## config.mk

```make
export PLATFORM = sky130hd
export DESIGN_NAME = sflm_slave
export DESIGN_NICKNAME = d
export VERILOG_FILES = /design/src/rtl/sflm_pkg.sv /design/src/rtl/sflm_sync.sv /design/src/rtl/sflm_slave.sv
export SDC_FILE = /design/constraint.sdc
export NUM_CORES = 1
export LEC_CHECK = 0
export ABC_CLOCK_PERIOD_IN_PS = 5230
export BUFFER_PORTS_ARGS = -buffer_cell sky130_fd_sc_hd__buf_2
export CAP_MARGIN = 30
export CORE_ASPECT_RATIO = 0.5
export CORE_MARGIN = 5
export CORE_UTILIZATION = 45
export CTS_CLUSTER_SIZE = 20
export DETAILED_ROUTE_END_ITERATION = 12
export GPL_TIMING_DRIVEN = 0
export PLACE_DENSITY = 0.75
export SLEW_MARGIN = 20
export SYNTH_ARGS = -nofsm -noshare
export SYNTH_HDL_FRONTEND = slang
export SYNTH_SLANG_ARGS = --single-unit
```

## constraint.sdc

```tcl
create_clock -name clk_sys -period 5.23 [get_ports clk_sys]
set_input_delay 0.523 -clock clk_sys [delete_from_list [all_inputs] [get_ports clk_sys]]
set_output_delay 0.523 -clock clk_sys [all_outputs]
set_load 0.005 [all_outputs]
```

## src/rtl/sflm_pkg.sv

```systemverilog
package sflm_pkg;

   // ----------------------------------------------------------------
   // Frame layout
   // ----------------------------------------------------------------
   localparam int ADDR_BITS = 16;
   localparam int CTRL_BITS = 8;
   localparam int BYTE_BITS = 8;
   localparam int BIT_CNT_W = 4;
   localparam logic [3:0] ADDR_LAST_BIT = 4'hF;
   localparam logic [3:0] BYTE_LAST_BIT = 4'h7;

   // Control byte field positions.
   localparam int CTRL_BSB_HI = 7;
   localparam int CTRL_BSB_LO = 3;
   localparam int CTRL_DIR_POS = 2;
   localparam int CTRL_LEN_HI = 1;
   localparam int CTRL_LEN_LO = 0;

   // ----------------------------------------------------------------
   // Codes
   // ----------------------------------------------------------------
   localparam logic [1:0] LEN_VAR = 2'h0;
   localparam logic [1:0] LEN_ONE = 2'h1;
   localparam logic [1:0] LEN_TWO = 2'h2;
   localparam logic [1:0] LEN_FOUR = 2'h3;
   localparam logic DIR_READ = 1'b0;
   localparam logic DIR_WRITE = 1'b1;

   typedef enum logic [1:0] {
      AREA_COMMON = 2'b00,
      AREA_SOCK_REG = 2'b01,
      AREA_TX_BUF = 2'b10,
      AREA_RX_BUF = 2'b11
   } sflm_area_e;

   typedef enum logic [1:0] {
      ST_ADDR = 2'b00,
      ST_CTRL = 2'b01,
      ST_DATA = 2'b10
   } sflm_state_e;

   // Access request toward the internal memory side.
   typedef struct packed {
      logic [15:0] addr;
      logic [2:0] socket;
      sflm_area_e area;
      logic write;
      logic [7:0] wdata;
   } sflm_req_s;

   localparam logic [15:0] ADDR_RESET = 16'h0000;
   localparam logic [7:0] BYTE_RESET = 8'h00;

endpackage : sflm_pkg

```

## src/rtl/sflm_sync.sv

```systemverilog
module sflm_sync
   import sflm_pkg::*;
#(
   parameter int WIDTH = 3
) (
   input wire logic clk_sys,
   input wire logic rst,
   input wire logic [WIDTH-1:0] async_in,
   output logic [WIDTH-1:0] sync_out
);

   logic [WIDTH-1:0] stage1;

   // Only the second stage is read outside this module.
   always_ff @(posedge clk_sys) begin
      if (rst) begin
         stage1 <= '0;
         sync_out <= '0;
      end else begin
         stage1 <= async_in;
         sync_out <= stage1;
      end
   end

endmodule // sflm_sync

```

## src/rtl/sflm_slave.sv

```systemverilog
// Operation
// - Control length bits choose data length
// - Every byte shifted MSB first
// - Variable mode lasts while select low
// - Write: direction 1, data on MOSI
// - Read: direction 0, MISO on falling
// - Extra bytes access successive addresses
// - Address, control byte, then data
// - Block bits give socket and area
module sflm_slave
   import sflm_pkg::*;
(
   input wire logic clk_sys,
   input wire logic rst,
   input wire logic sclk,
   input wire logic chip_select_low,
   input wire logic mosi,
   output logic miso,
   output logic miso_oe_n,
   output sflm_req_s req,
   output logic req_valid,
   output logic rd_strobe,
   input wire logic [7:0] rd_data
);

   // ----------------------------------------------------------------
   // Pin synchronisation
   // ----------------------------------------------------------------
   logic [2:0] pins_sync;
   logic sclk_s;
   logic cs_s;
   logic mosi_s;
   logic sclk_d;
   logic cs_d;
   logic rise;
   logic fall;
   logic cs_rise;

   sflm_sync #(.WIDTH(3)) u_sync (
      .clk_sys(clk_sys),
      .rst(rst),
      .async_in({sclk, chip_select_low, mosi}),
      .sync_out(pins_sync)
   );

   assign sclk_s = pins_sync[2];
   assign cs_s = pins_sync[1];
   assign mosi_s = pins_sync[0];

   always_ff @(posedge clk_sys) begin
      if (rst) begin
         sclk_d <= 1'b0;
         cs_d <= 1'b1;
      end else begin
         sclk_d <= sclk_s;
         cs_d <= cs_s;
      end
   end

   // Clock edges count only while selected, so the clock line may wander
   // between frames without shifting anything.
   assign rise = sclk_s & ~sclk_d & ~cs_s;
   assign fall = ~sclk_s & sclk_d & ~cs_s;
   // The synchroniser clears to zero, so one deselect edge is seen just
   // after reset while the pin idles high. It is harmless: it only returns
   // the sequencer to the address phase that reset has already chosen.
   assign cs_rise = cs_s & ~cs_d;

   // ----------------------------------------------------------------
   // Frame sequencing
   // ----------------------------------------------------------------
   sflm_state_e state;
   logic [3:0] bit_cnt;
   logic [15:0] shreg;
   logic [15:0] addr;
   logic [7:0] ctrl;
   logic [2:0] bytes_left;
   logic [7:0] rd_shift;
   logic last_bit;
   logic [7:0] next_byte;

   // Code 00 maps to zero bytes: the count never runs out, so only a
   // rising select ends an open-ended frame.
   function automatic logic [2:0] len_bytes(input logic [1:0] code);
      case (code)
         LEN_ONE: len_bytes = 3'h1;
         LEN_TWO: len_bytes = 3'h2;
         LEN_FOUR: len_bytes = 3'h4;
         default: len_bytes = 3'h0;
      endcase
   endfunction

   assign last_bit = (state == ST_ADDR) ? (bit_cnt == ADDR_LAST_BIT)
                                        : (bit_cnt == BYTE_LAST_BIT);
   assign next_byte = {shreg[6:0], mosi_s};

   // A fixed frame that is cut short leaves the sequencer mid-frame with
   // select tied low; nothing but a reset brings it back into step.
   // address control data
   always_ff @(posedge clk_sys) begin
      if (rst) begin
         state <= ST_ADDR;
         bit_cnt <= '0;
         shreg <= ADDR_RESET;
         addr <= ADDR_RESET;
         ctrl <= BYTE_RESET;
         bytes_left <= '0;
      end else if (cs_rise) begin
         state <= ST_ADDR;
         bit_cnt <= '0;
      end else if (rise) begin
         shreg <= {shreg[14:0], mosi_s};
         bit_cnt <= last_bit ? 4'h0 : bit_cnt + 4'h1;
         if (last_bit) begin
            case (state)
               ST_ADDR: begin
                  addr <= {shreg[14:0], mosi_s};
                  state <= ST_CTRL;
               end
               ST_CTRL: begin
                  ctrl <= next_byte;
                  bytes_left <= len_bytes(next_byte[CTRL_LEN_HI:CTRL_LEN_LO]);
                  state <= ST_DATA;
               end
               ST_DATA: begin
                  addr <= addr + 16'h0001;
                  if (ctrl[CTRL_LEN_HI:CTRL_LEN_LO] != LEN_VAR) begin
                     bytes_left <= bytes_left - 3'h1;
                     if (bytes_left == 3'h1) begin
                        state <= ST_ADDR;
                     end
                  end
               end
               default: state <= ST_ADDR;
            endcase
         end
      end
   end

   // ----------------------------------------------------------------
   // Internal access requests
   // ----------------------------------------------------------------
   logic data_done;
   logic rd_load;
   // A fixed-length read ends with one fetch past its last byte; the memory
   // side must accept such a spare read without side effects.
   assign data_done = rise & last_bit & (state == ST_DATA);
   // A read fetches on entry to the data phase and after each byte.
   assign rd_load = rise & last_bit & ((state == ST_CTRL)
                  ? (next_byte[CTRL_DIR_POS] == DIR_READ)
                  : ((state == ST_DATA) & (ctrl[CTRL_DIR_POS] == DIR_READ)));

   always_ff @(posedge clk_sys) begin
      if (rst) begin
         req <= '0;
         req_valid <= 1'b0;
         rd_strobe <= 1'b0;
      end else begin
         req_valid <= 1'b0;
         rd_strobe <= 1'b0;
         if (data_done && ctrl[CTRL_DIR_POS] == DIR_WRITE) begin
            req.addr <= addr;
            req.write <= 1'b1;
            req.wdata <= next_byte;
            req.socket <= ctrl[CTRL_BSB_HI:CTRL_BSB_HI-2];
            req.area <= sflm_area_e'(ctrl[CTRL_BSB_LO+1:CTRL_BSB_LO]);
            req_valid <= 1'b1;
         end else if (rd_load) begin
            req.addr <= (state == ST_CTRL) ? addr : addr + 16'h0001;
            req.write <= 1'b0;
            req.wdata <= BYTE_RESET;
            req.socket <= (state == ST_CTRL)
                          ? next_byte[CTRL_BSB_HI:CTRL_BSB_HI-2]
                          : ctrl[CTRL_BSB_HI:CTRL_BSB_HI-2];
            req.area <= sflm_area_e'((state == ST_CTRL)
                          ? next_byte[CTRL_BSB_LO+1:CTRL_BSB_LO]
                          : ctrl[CTRL_BSB_LO+1:CTRL_BSB_LO]);
            rd_strobe <= 1'b1;
            req_valid <= 1'b1;
         end
      end
   end

   // ----------------------------------------------------------------
   // Read data return
   // ----------------------------------------------------------------
   // Data are fetched one cycle after the strobe, long before the
   // first falling edge of the byte at any legal clock rate.
   logic rd_pending;
   logic rd_active;
   assign rd_active = (state == ST_DATA) && (ctrl[CTRL_DIR_POS] == DIR_READ);

   always_ff @(posedge clk_sys) begin
      if (rst) begin
         rd_pending <= 1'b0;
         rd_shift <= BYTE_RESET;
         miso <= 1'b0;
         miso_oe_n <= 1'b1;
      end else begin
         rd_pending <= rd_strobe;
         miso_oe_n <= ~(rd_active & ~cs_s);
         if (rd_pending) begin
            rd_shift <= rd_data;
         end else if (fall && rd_active) begin
            miso <= rd_shift[7];
            rd_shift <= {rd_shift[6:0], 1'b0};
         end
      end
   end

endmodule // sflm_slave

```

==> impl_metrics.toml, run 1 <==
[worst_setup_path]
critical_path.endpoint_type = "register"
path_max_fanout = 10
arrival_ns = 2.67
r2r_cells = 7
worstPathRequired_ns = 5.43
rrSetupSlack_ns = 2.77
startpoint_type = "register"
critPathKind = "reg -> reg"

[min_path]
min_path_cells = 2
worst_hold_path_type = "in -> reg"

[route]
post_drt_via_cell_ratio = 5.50
ant_nets = 0
post-route-drc-count = 0
vias = 4017
wire_per_inst_um = 15.5
routed_wl_um = 11300
dr.pass1.iters = 5
drt-initial-drc-count = 343

[floorplanning]
boundaryPins = 47
start_util_pct = 46.7
die_y_um = 80.5
die_area_um2 = 12100
core_area_um2 = 9570
die_width_um = 151
placementRows = 25

[grt]
track_usage_pct = 18.9
grt_pass1_vias = 3747
grt_pass1_wl_um = 18200
grt_max_degree = 16
antenna_found_initial = 0
grt-ovfl-total = 0

[synth]
seq_area_frac_synth_pct = 44.4
synth.net_count = 555
syn-cell-area_um2 = 4470
ys_warn_count = 0
synthCells = 535
ys_ff_latch = 99
synth_area_per_cell_um2 = 8.35
ys_types = 51

[cts]
ctsHoldBuffers = 0
cts_max_path_buffers = 2
post_cts_resized = 0
cts_root_buf = "clkbuf_16"
clkTransAtPathRegs_ns = 0.06
cts_setup_buffers = 0
htree_num_levels = 3
clock-sinks = 99
cts_tree = "yes"
cts_made_buffers = 9
insertion_delay_ns = 0.35

[placed_design]
gp_congestion = 0.856
dp_hpwl_um = 8070
pre_cts_ws_ns = 2.82
io_buffers = 46

[power_and_ir_drop]
finalPower_mw = 1.50
powerDensity_nw_per_um2 = 290
vdd_drop_max_mv = 0.173
leakage_nw = 1.92

[sta]
fin_crit_sh_pct = 47.0
drv_slew = 0
relSlewSlack_pct = 45.2
rsz0062_at_grt = "no"
setup_viol = 0
setup_ws_ns = 2.77
clock.fmax_mhz = 406
clock_skew_ns = 0.00671
period_needed_ns = 2.46
hold_viol = 0
setup-tns-final_ns = 0
worst_pin_slew_ns = 0.812

[flow_run]
drv_cap = 0

[finish]
layout_commonest_cell = "dfxtp_1"
nNetsFinal = 612
layout-drive-gt1-share_pct = 14.4
layout_common_cells = "99 x dfxtp_1, 66 x nand2_1, 60 x nor2_1"
antenna_cells = 0
area_growth_pct = 16.0

[status]
status = "finished, final reports clean"
cells in the mapped netlist, drive strengths merged:
master | n | area, um^2
a32oi | 2 | 17.5
o32ai | 1 | 8.76
a22oi | 10 | 75.1
ha | 7 | 87.6
a311oi | 1 | 8.76
or3 | 4 | 25.0
o211ai | 1 | 7.51
clkbuf | 29 | 110
o31a | 1 | 8.76
o311a | 2 | 21.3
buf | 10 | 47.6
mux2i | 14 | 140
dfxtp | 99 | 1980
nor2 | 60 | 225
a211oi | 20 | 150
nand2b | 5 | 31.3
o22ai | 1 | 6.26
and3 | 6 | 37.5
a21o | 3 | 23.8
nor2b | 21 | 131
a41o | 1 | 10.0
nand4b | 2 | 17.5
and4 | 3 | 30.0
and4bb | 1 | 12.5
nand4bb | 1 | 11.3
xnor2 | 12 | 113
xor2 | 6 | 52.6
nor3 | 13 | 65.1
and4b | 2 | 20.0
nand4 | 5 | 46.3
nor3b | 3 | 22.5
nand3 | 20 | 100
o21ai | 25 | 129
nand2 | 66 | 248
a41oi | 1 | 8.76
a21oi | 52 | 260
a31oi | 4 | 25.0
or2 | 2 | 12.5
inv | 7 | 26.3
mux2 | 7 | 78.8
o2bb2ai | 1 | 8.76
and2 | 4 | 25.0
metal layers:
layer	up-vias	GRT usage, %	wire (um)
li1	1976	-	-
met2	130	30.1	4920
met1	1898	25.1	5330
met3	13	6.09	949
met4	0	4.07	116
met5	-	0	0
through the flow:
stage               utilization (%)  hold slack (ns)  std cells  instance area [um^2]
CTS                            54.2            0.388        731                  5180
global placement               50.8            0.420        716                  4870
floorplan                         -            0.414        535                  4470
detailed placement             50.8            0.425        716                  4870
global route                   54.2            0.400        731                  5180
finish                         54.2            0.394        731                  5180
power breakdown:
part / internal, mW / switching (mW) / total (mW)
combinational: 0.00923 / 0.0226 / 0.0318
clock: 0.431 / 0.281 / 0.712
sequential: 0.757 / 0.00276 / 0.760
total: 1.20 / 0.306 / 1.50
sequential cells by signal (all words and copies together), names as in the netlist, 3 cells and up:
signal,flops
u_sync.sync_out,3
rd_shift,8
bytes_left,3
bit_cnt,4
addr,16
req,30
ctrl,8
shreg,15
u_sync.stage1,3
path summary, 6_finish.rpt:
check / startpoint / end
worst max-delay path: state[0]$_SDFFE_PP0P_ / req[24]$_SDFFE_PP0P_
worst min-delay path: chip_select_low / u_sync.stage1[1]$_SDFF_PP0_
worst max register to register: state[0]$_SDFFE_PP0P_ / req[24]$_SDFFE_PP0P_
worst min register to register: u_sync.stage1[0]$_SDFF_PP0_ / u_sync.sync_out[0]$_SDFF_PP0_
critical path, cell delays in order (launching register included):
cell and delay (ns):
dfxtp_1 0.36, inv_1 0.08, ha_1 0.28, xnor2_2 0.32
nand3_1 0.27, nor2_1 0.45, clkbuf_1 0.41, a211oi_1 0.15
layout make-up:
class / instances / area [um^2]
Sequential cell: 99 / 1980
Buffer: 39 / 158
Clock buffer: 11 / 243
Fill cell: 877 / 4390
Clock inverter: 4 / 73.8
Timing Repair Buffer: 46 / 230
Tap cell: 135 / 169
Multi-Input combinational cell: 390 / 2300
Inverter: 7 / 26.3
logic make-up after synthesis:
group	Yosys count	synth area share, %
compound gates	126	17.2
simple gates	218	23.7
fa+ha+maj	7	1.96
xor+xnor	18	3.70
flops	99	44.4
buf+inv	46	4.12
mux	21	4.90
No activity file was read; power rests on OpenSTA's default activity.
==> run 2, diff against run 1 <==
- ABC_CLOCK_PERIOD_IN_PS: 5230 -> 2170
- PLACE_DENSITY: 0.75 -> 0.77
- clock period: 5.23 -> 2.17 ns (I/O delays scaled with it)
==> run 2 against run 1 <==
- via count decreased by 0.97%
- cell area rose by 0.97%
- flip-flop and latch count did not move
- sequential power is 140% higher
- clock skew is 0.0013 ns higher
- total power up 130%
- register-to-register slack got worse by 2.7 ns
- combinational power rose by 140%
- clock power is 110% higher
- die area is the same
- largest cell class unchanged
==> impl_metrics.toml, run 2 (same netlist as run 1, synthesis figures left out) <==
[status]
status = "finished, final reports clean"

[route]
dr.pass1.iters = 5
ant_nets = 0
post_drt_via_cell_ratio = 5.46
wire_per_inst_um = 15.3
drt-initial-drc-count = 279
post-route-drc-count = 0
vias = 3978
routed_wl_um = 11200

[worst_setup_path]
max_stage_delay_ns = 0.44
crit_path_cell_trace = "ha_2 -> and4_4 -> nand4_4 -> or3_4 -> or3_1 -> a31oi_1"
worstPathRequired_ns = 2.45
r2r_cells = 6
arrival_ns = 2.37
cpMaxStageDelayCell = "or3_4"
cp-startpoint = "addr[0]$_SDFFE_PP0P_"
r2r-end = "addr[10]$_SDFFE_PP0P_"
critPathKind = "reg -> reg"
critical_path.endpoint_type = "register"
worstReg2RegStart = "addr[0]$_SDFFE_PP0P_"
path_max_fanout = 8
startpoint_type = "register"
rrSetupSlack_ns = 0.08
crit_end = "addr[10]$_SDFFE_PP0P_"

[power_and_ir_drop]
combPwrFrac_pct = 2.2
p_sw_uw = 741
swShare_pct = 21.9
seqPwrFrac_pct = 54.0
power.internal_mw = 2.65
powerDensity_nw_per_um2 = 648
clkPwrFrac_pct = 43.8
leakage_nw = 1.92
vdd_drop_max_mv = 0.450

[flow_run]
drv_cap = 0

[sta]
rsz0062_at_grt = "yes"
period_needed_ns = 2.09
clock.fmax_mhz = 478
whs_ns = 0.0796
setup_ws_ns = 0.0759
clock_skew_ns = 0.00806
worst_pin_slew_ns = 0.658
fin_crit_sh_pct = 96.5
relSlewSlack_pct = 56.1
hold_viol = 0
drv_slew = 0
setup_viol = 0
setup-tns-final_ns = 0

[finish]
fillers = 895
multi_input_area_um2 = 2380
seqCellArea_um2 = 1990
largest_registers = "req (30), addr (16), shreg (15)"
fin_cells = 729
layout_common_cells = "97 x dfxtp_1, 66 x nand2_1, 58 x nor2_1"
layout_commonest_cell = "dfxtp_1"
largest_reg_flops = 30
final_core_util_pct = 54.7
top_register = "req"
nNetsFinal = 610
layout-drive-gt1-share_pct = 18.2
antenna_cells = 0
area_growth_pct = 17.1

[grt]
grt_use_met3_pct = 5.47
grt_pass1_vias = 3609
grt-ovfl-total = 0
antenna_found_initial = 0
busiest_layer = "met2"
grtUsageMet1_pct = 25.8
grt_pass1_wl_um = 18200
grt_max_degree = 16
grt_util_met2_pct = 29.1
track_usage_pct = 18.9

[floorplanning]
placementRows = 25
start_util_pct = 46.7
die_y_um = 80.5
core_area_um2 = 9570
die_width_um = 151
boundaryPins = 47
die_area_um2 = 12100

[cts]
ctsHoldBuffers = 0
cts_tree = "yes"
cts_made_buffers = 9
htree_num_levels = 3
cts_root_buf = "clkbuf_16"
clkTransAtPathRegs_ns = 0.07
insertion_delay_ns = 0.35
clock-sinks = 99
cts_max_path_buffers = 2

[placed_design]
dpl.cell_count = 716
gp_congestion = 0.870
io_buffers = 46
pre_cts_ws_ns = -0.223
dp_hpwl_um = 7890

[min_path]
worst_hold_path_type = "in -> reg"
## run 2: cell count changes in the layout (fill, tap and decap cells not counted), moves of 2 or more
cell / previous run / this run
clkbuf_4: 0 / 3
buf_4: 0 / 2
ha_2: 0 / 2
buf_2: 54 / 51
clkbuf_2: 1 / 6
nor3_2: 0 / 2
clkbuf_1: 29 / 20
dfxtp_1: 99 / 97
nor3_1: 13 / 11
bufinv_16: 2 / 0
nor2_1: 60 / 58
ha_1: 7 / 5
## run 2: what timing repair did
| item | in CTS | in global routing |
|---|---|---|
| gates resized for setup | 10 | 22 |
| endpoints found under the setup margin | 27 | 61 |
| buffers inserted | 1 | 1 |
| pin swaps | 1 | 3 |
## run 2: critical path, delay by kind of cell, from the launching register on
kind            cells  cell delay (ns)
simple gates        4             1.22
flops               1             0.40
fa+ha+maj           1             0.24
compound gates      1             0.16
## run 2: cell type report
cell class                      instances  area share, %
Multi-Input combinational cell        390           45.5
Clock inverter                          4          0.502
Sequential cell                        99           38.0
Clock buffer                           11           4.64
Buffer                                 35           2.99
Inverter                                7          0.502
Timing Repair Buffer                   48           4.69
Tap cell                              135           3.23
## run 2: through the flow
step	total power, mW	area, um^2
6_report	3.39	5230
5_1_grt	3.49	5230
4_1_cts	3.41	5190
3_5_place_dp	1.95	4870
3_3_place_gp	1.95	4870
2_1_floorplan	1.91	4470
## run 2: worst min path at each step
stage,from,end,slack (ns),cells past startpoint
after detailed placement,mosi,u_sync.stage1[0]$_SDFF_PP0_,0.43,2
after global routing,sclk,u_sync.stage1[2]$_SDFF_PP0_,0.08,2
after CTS,sclk,u_sync.stage1[2]$_SDFF_PP0_,0.08,2
after floorplan,rst,cs_d$_SDFF_PP1_,0.33,1
final,sclk,u_sync.stage1[2]$_SDFF_PP0_,0.08,2
after global placement,u_sync.stage1[2]$_SDFF_PP0_,u_sync.sync_out[2]$_SDFF_PP0_,0.42,1
## run 2: metal layers
metal	vias to the layer above	routed length, um
li1	1968	-
met2	171	4880
met4	0	129
met3	18	928
met5	-	0
met1	1821	5220
## run 2: power by group through the flow
stage / registers [mW] / logic (mW) / clock network [mW]
after floorplan: 1.87 / 0.0433 / 0
after global placement: 1.87 / 0.0744 / 0
after detailed placement: 1.87 / 0.0754 / 0
after CTS: 1.83 / 0.0754 / 1.50
after global routing: 1.83 / 0.0830 / 1.58
final: 1.83 / 0.0753 / 1.48
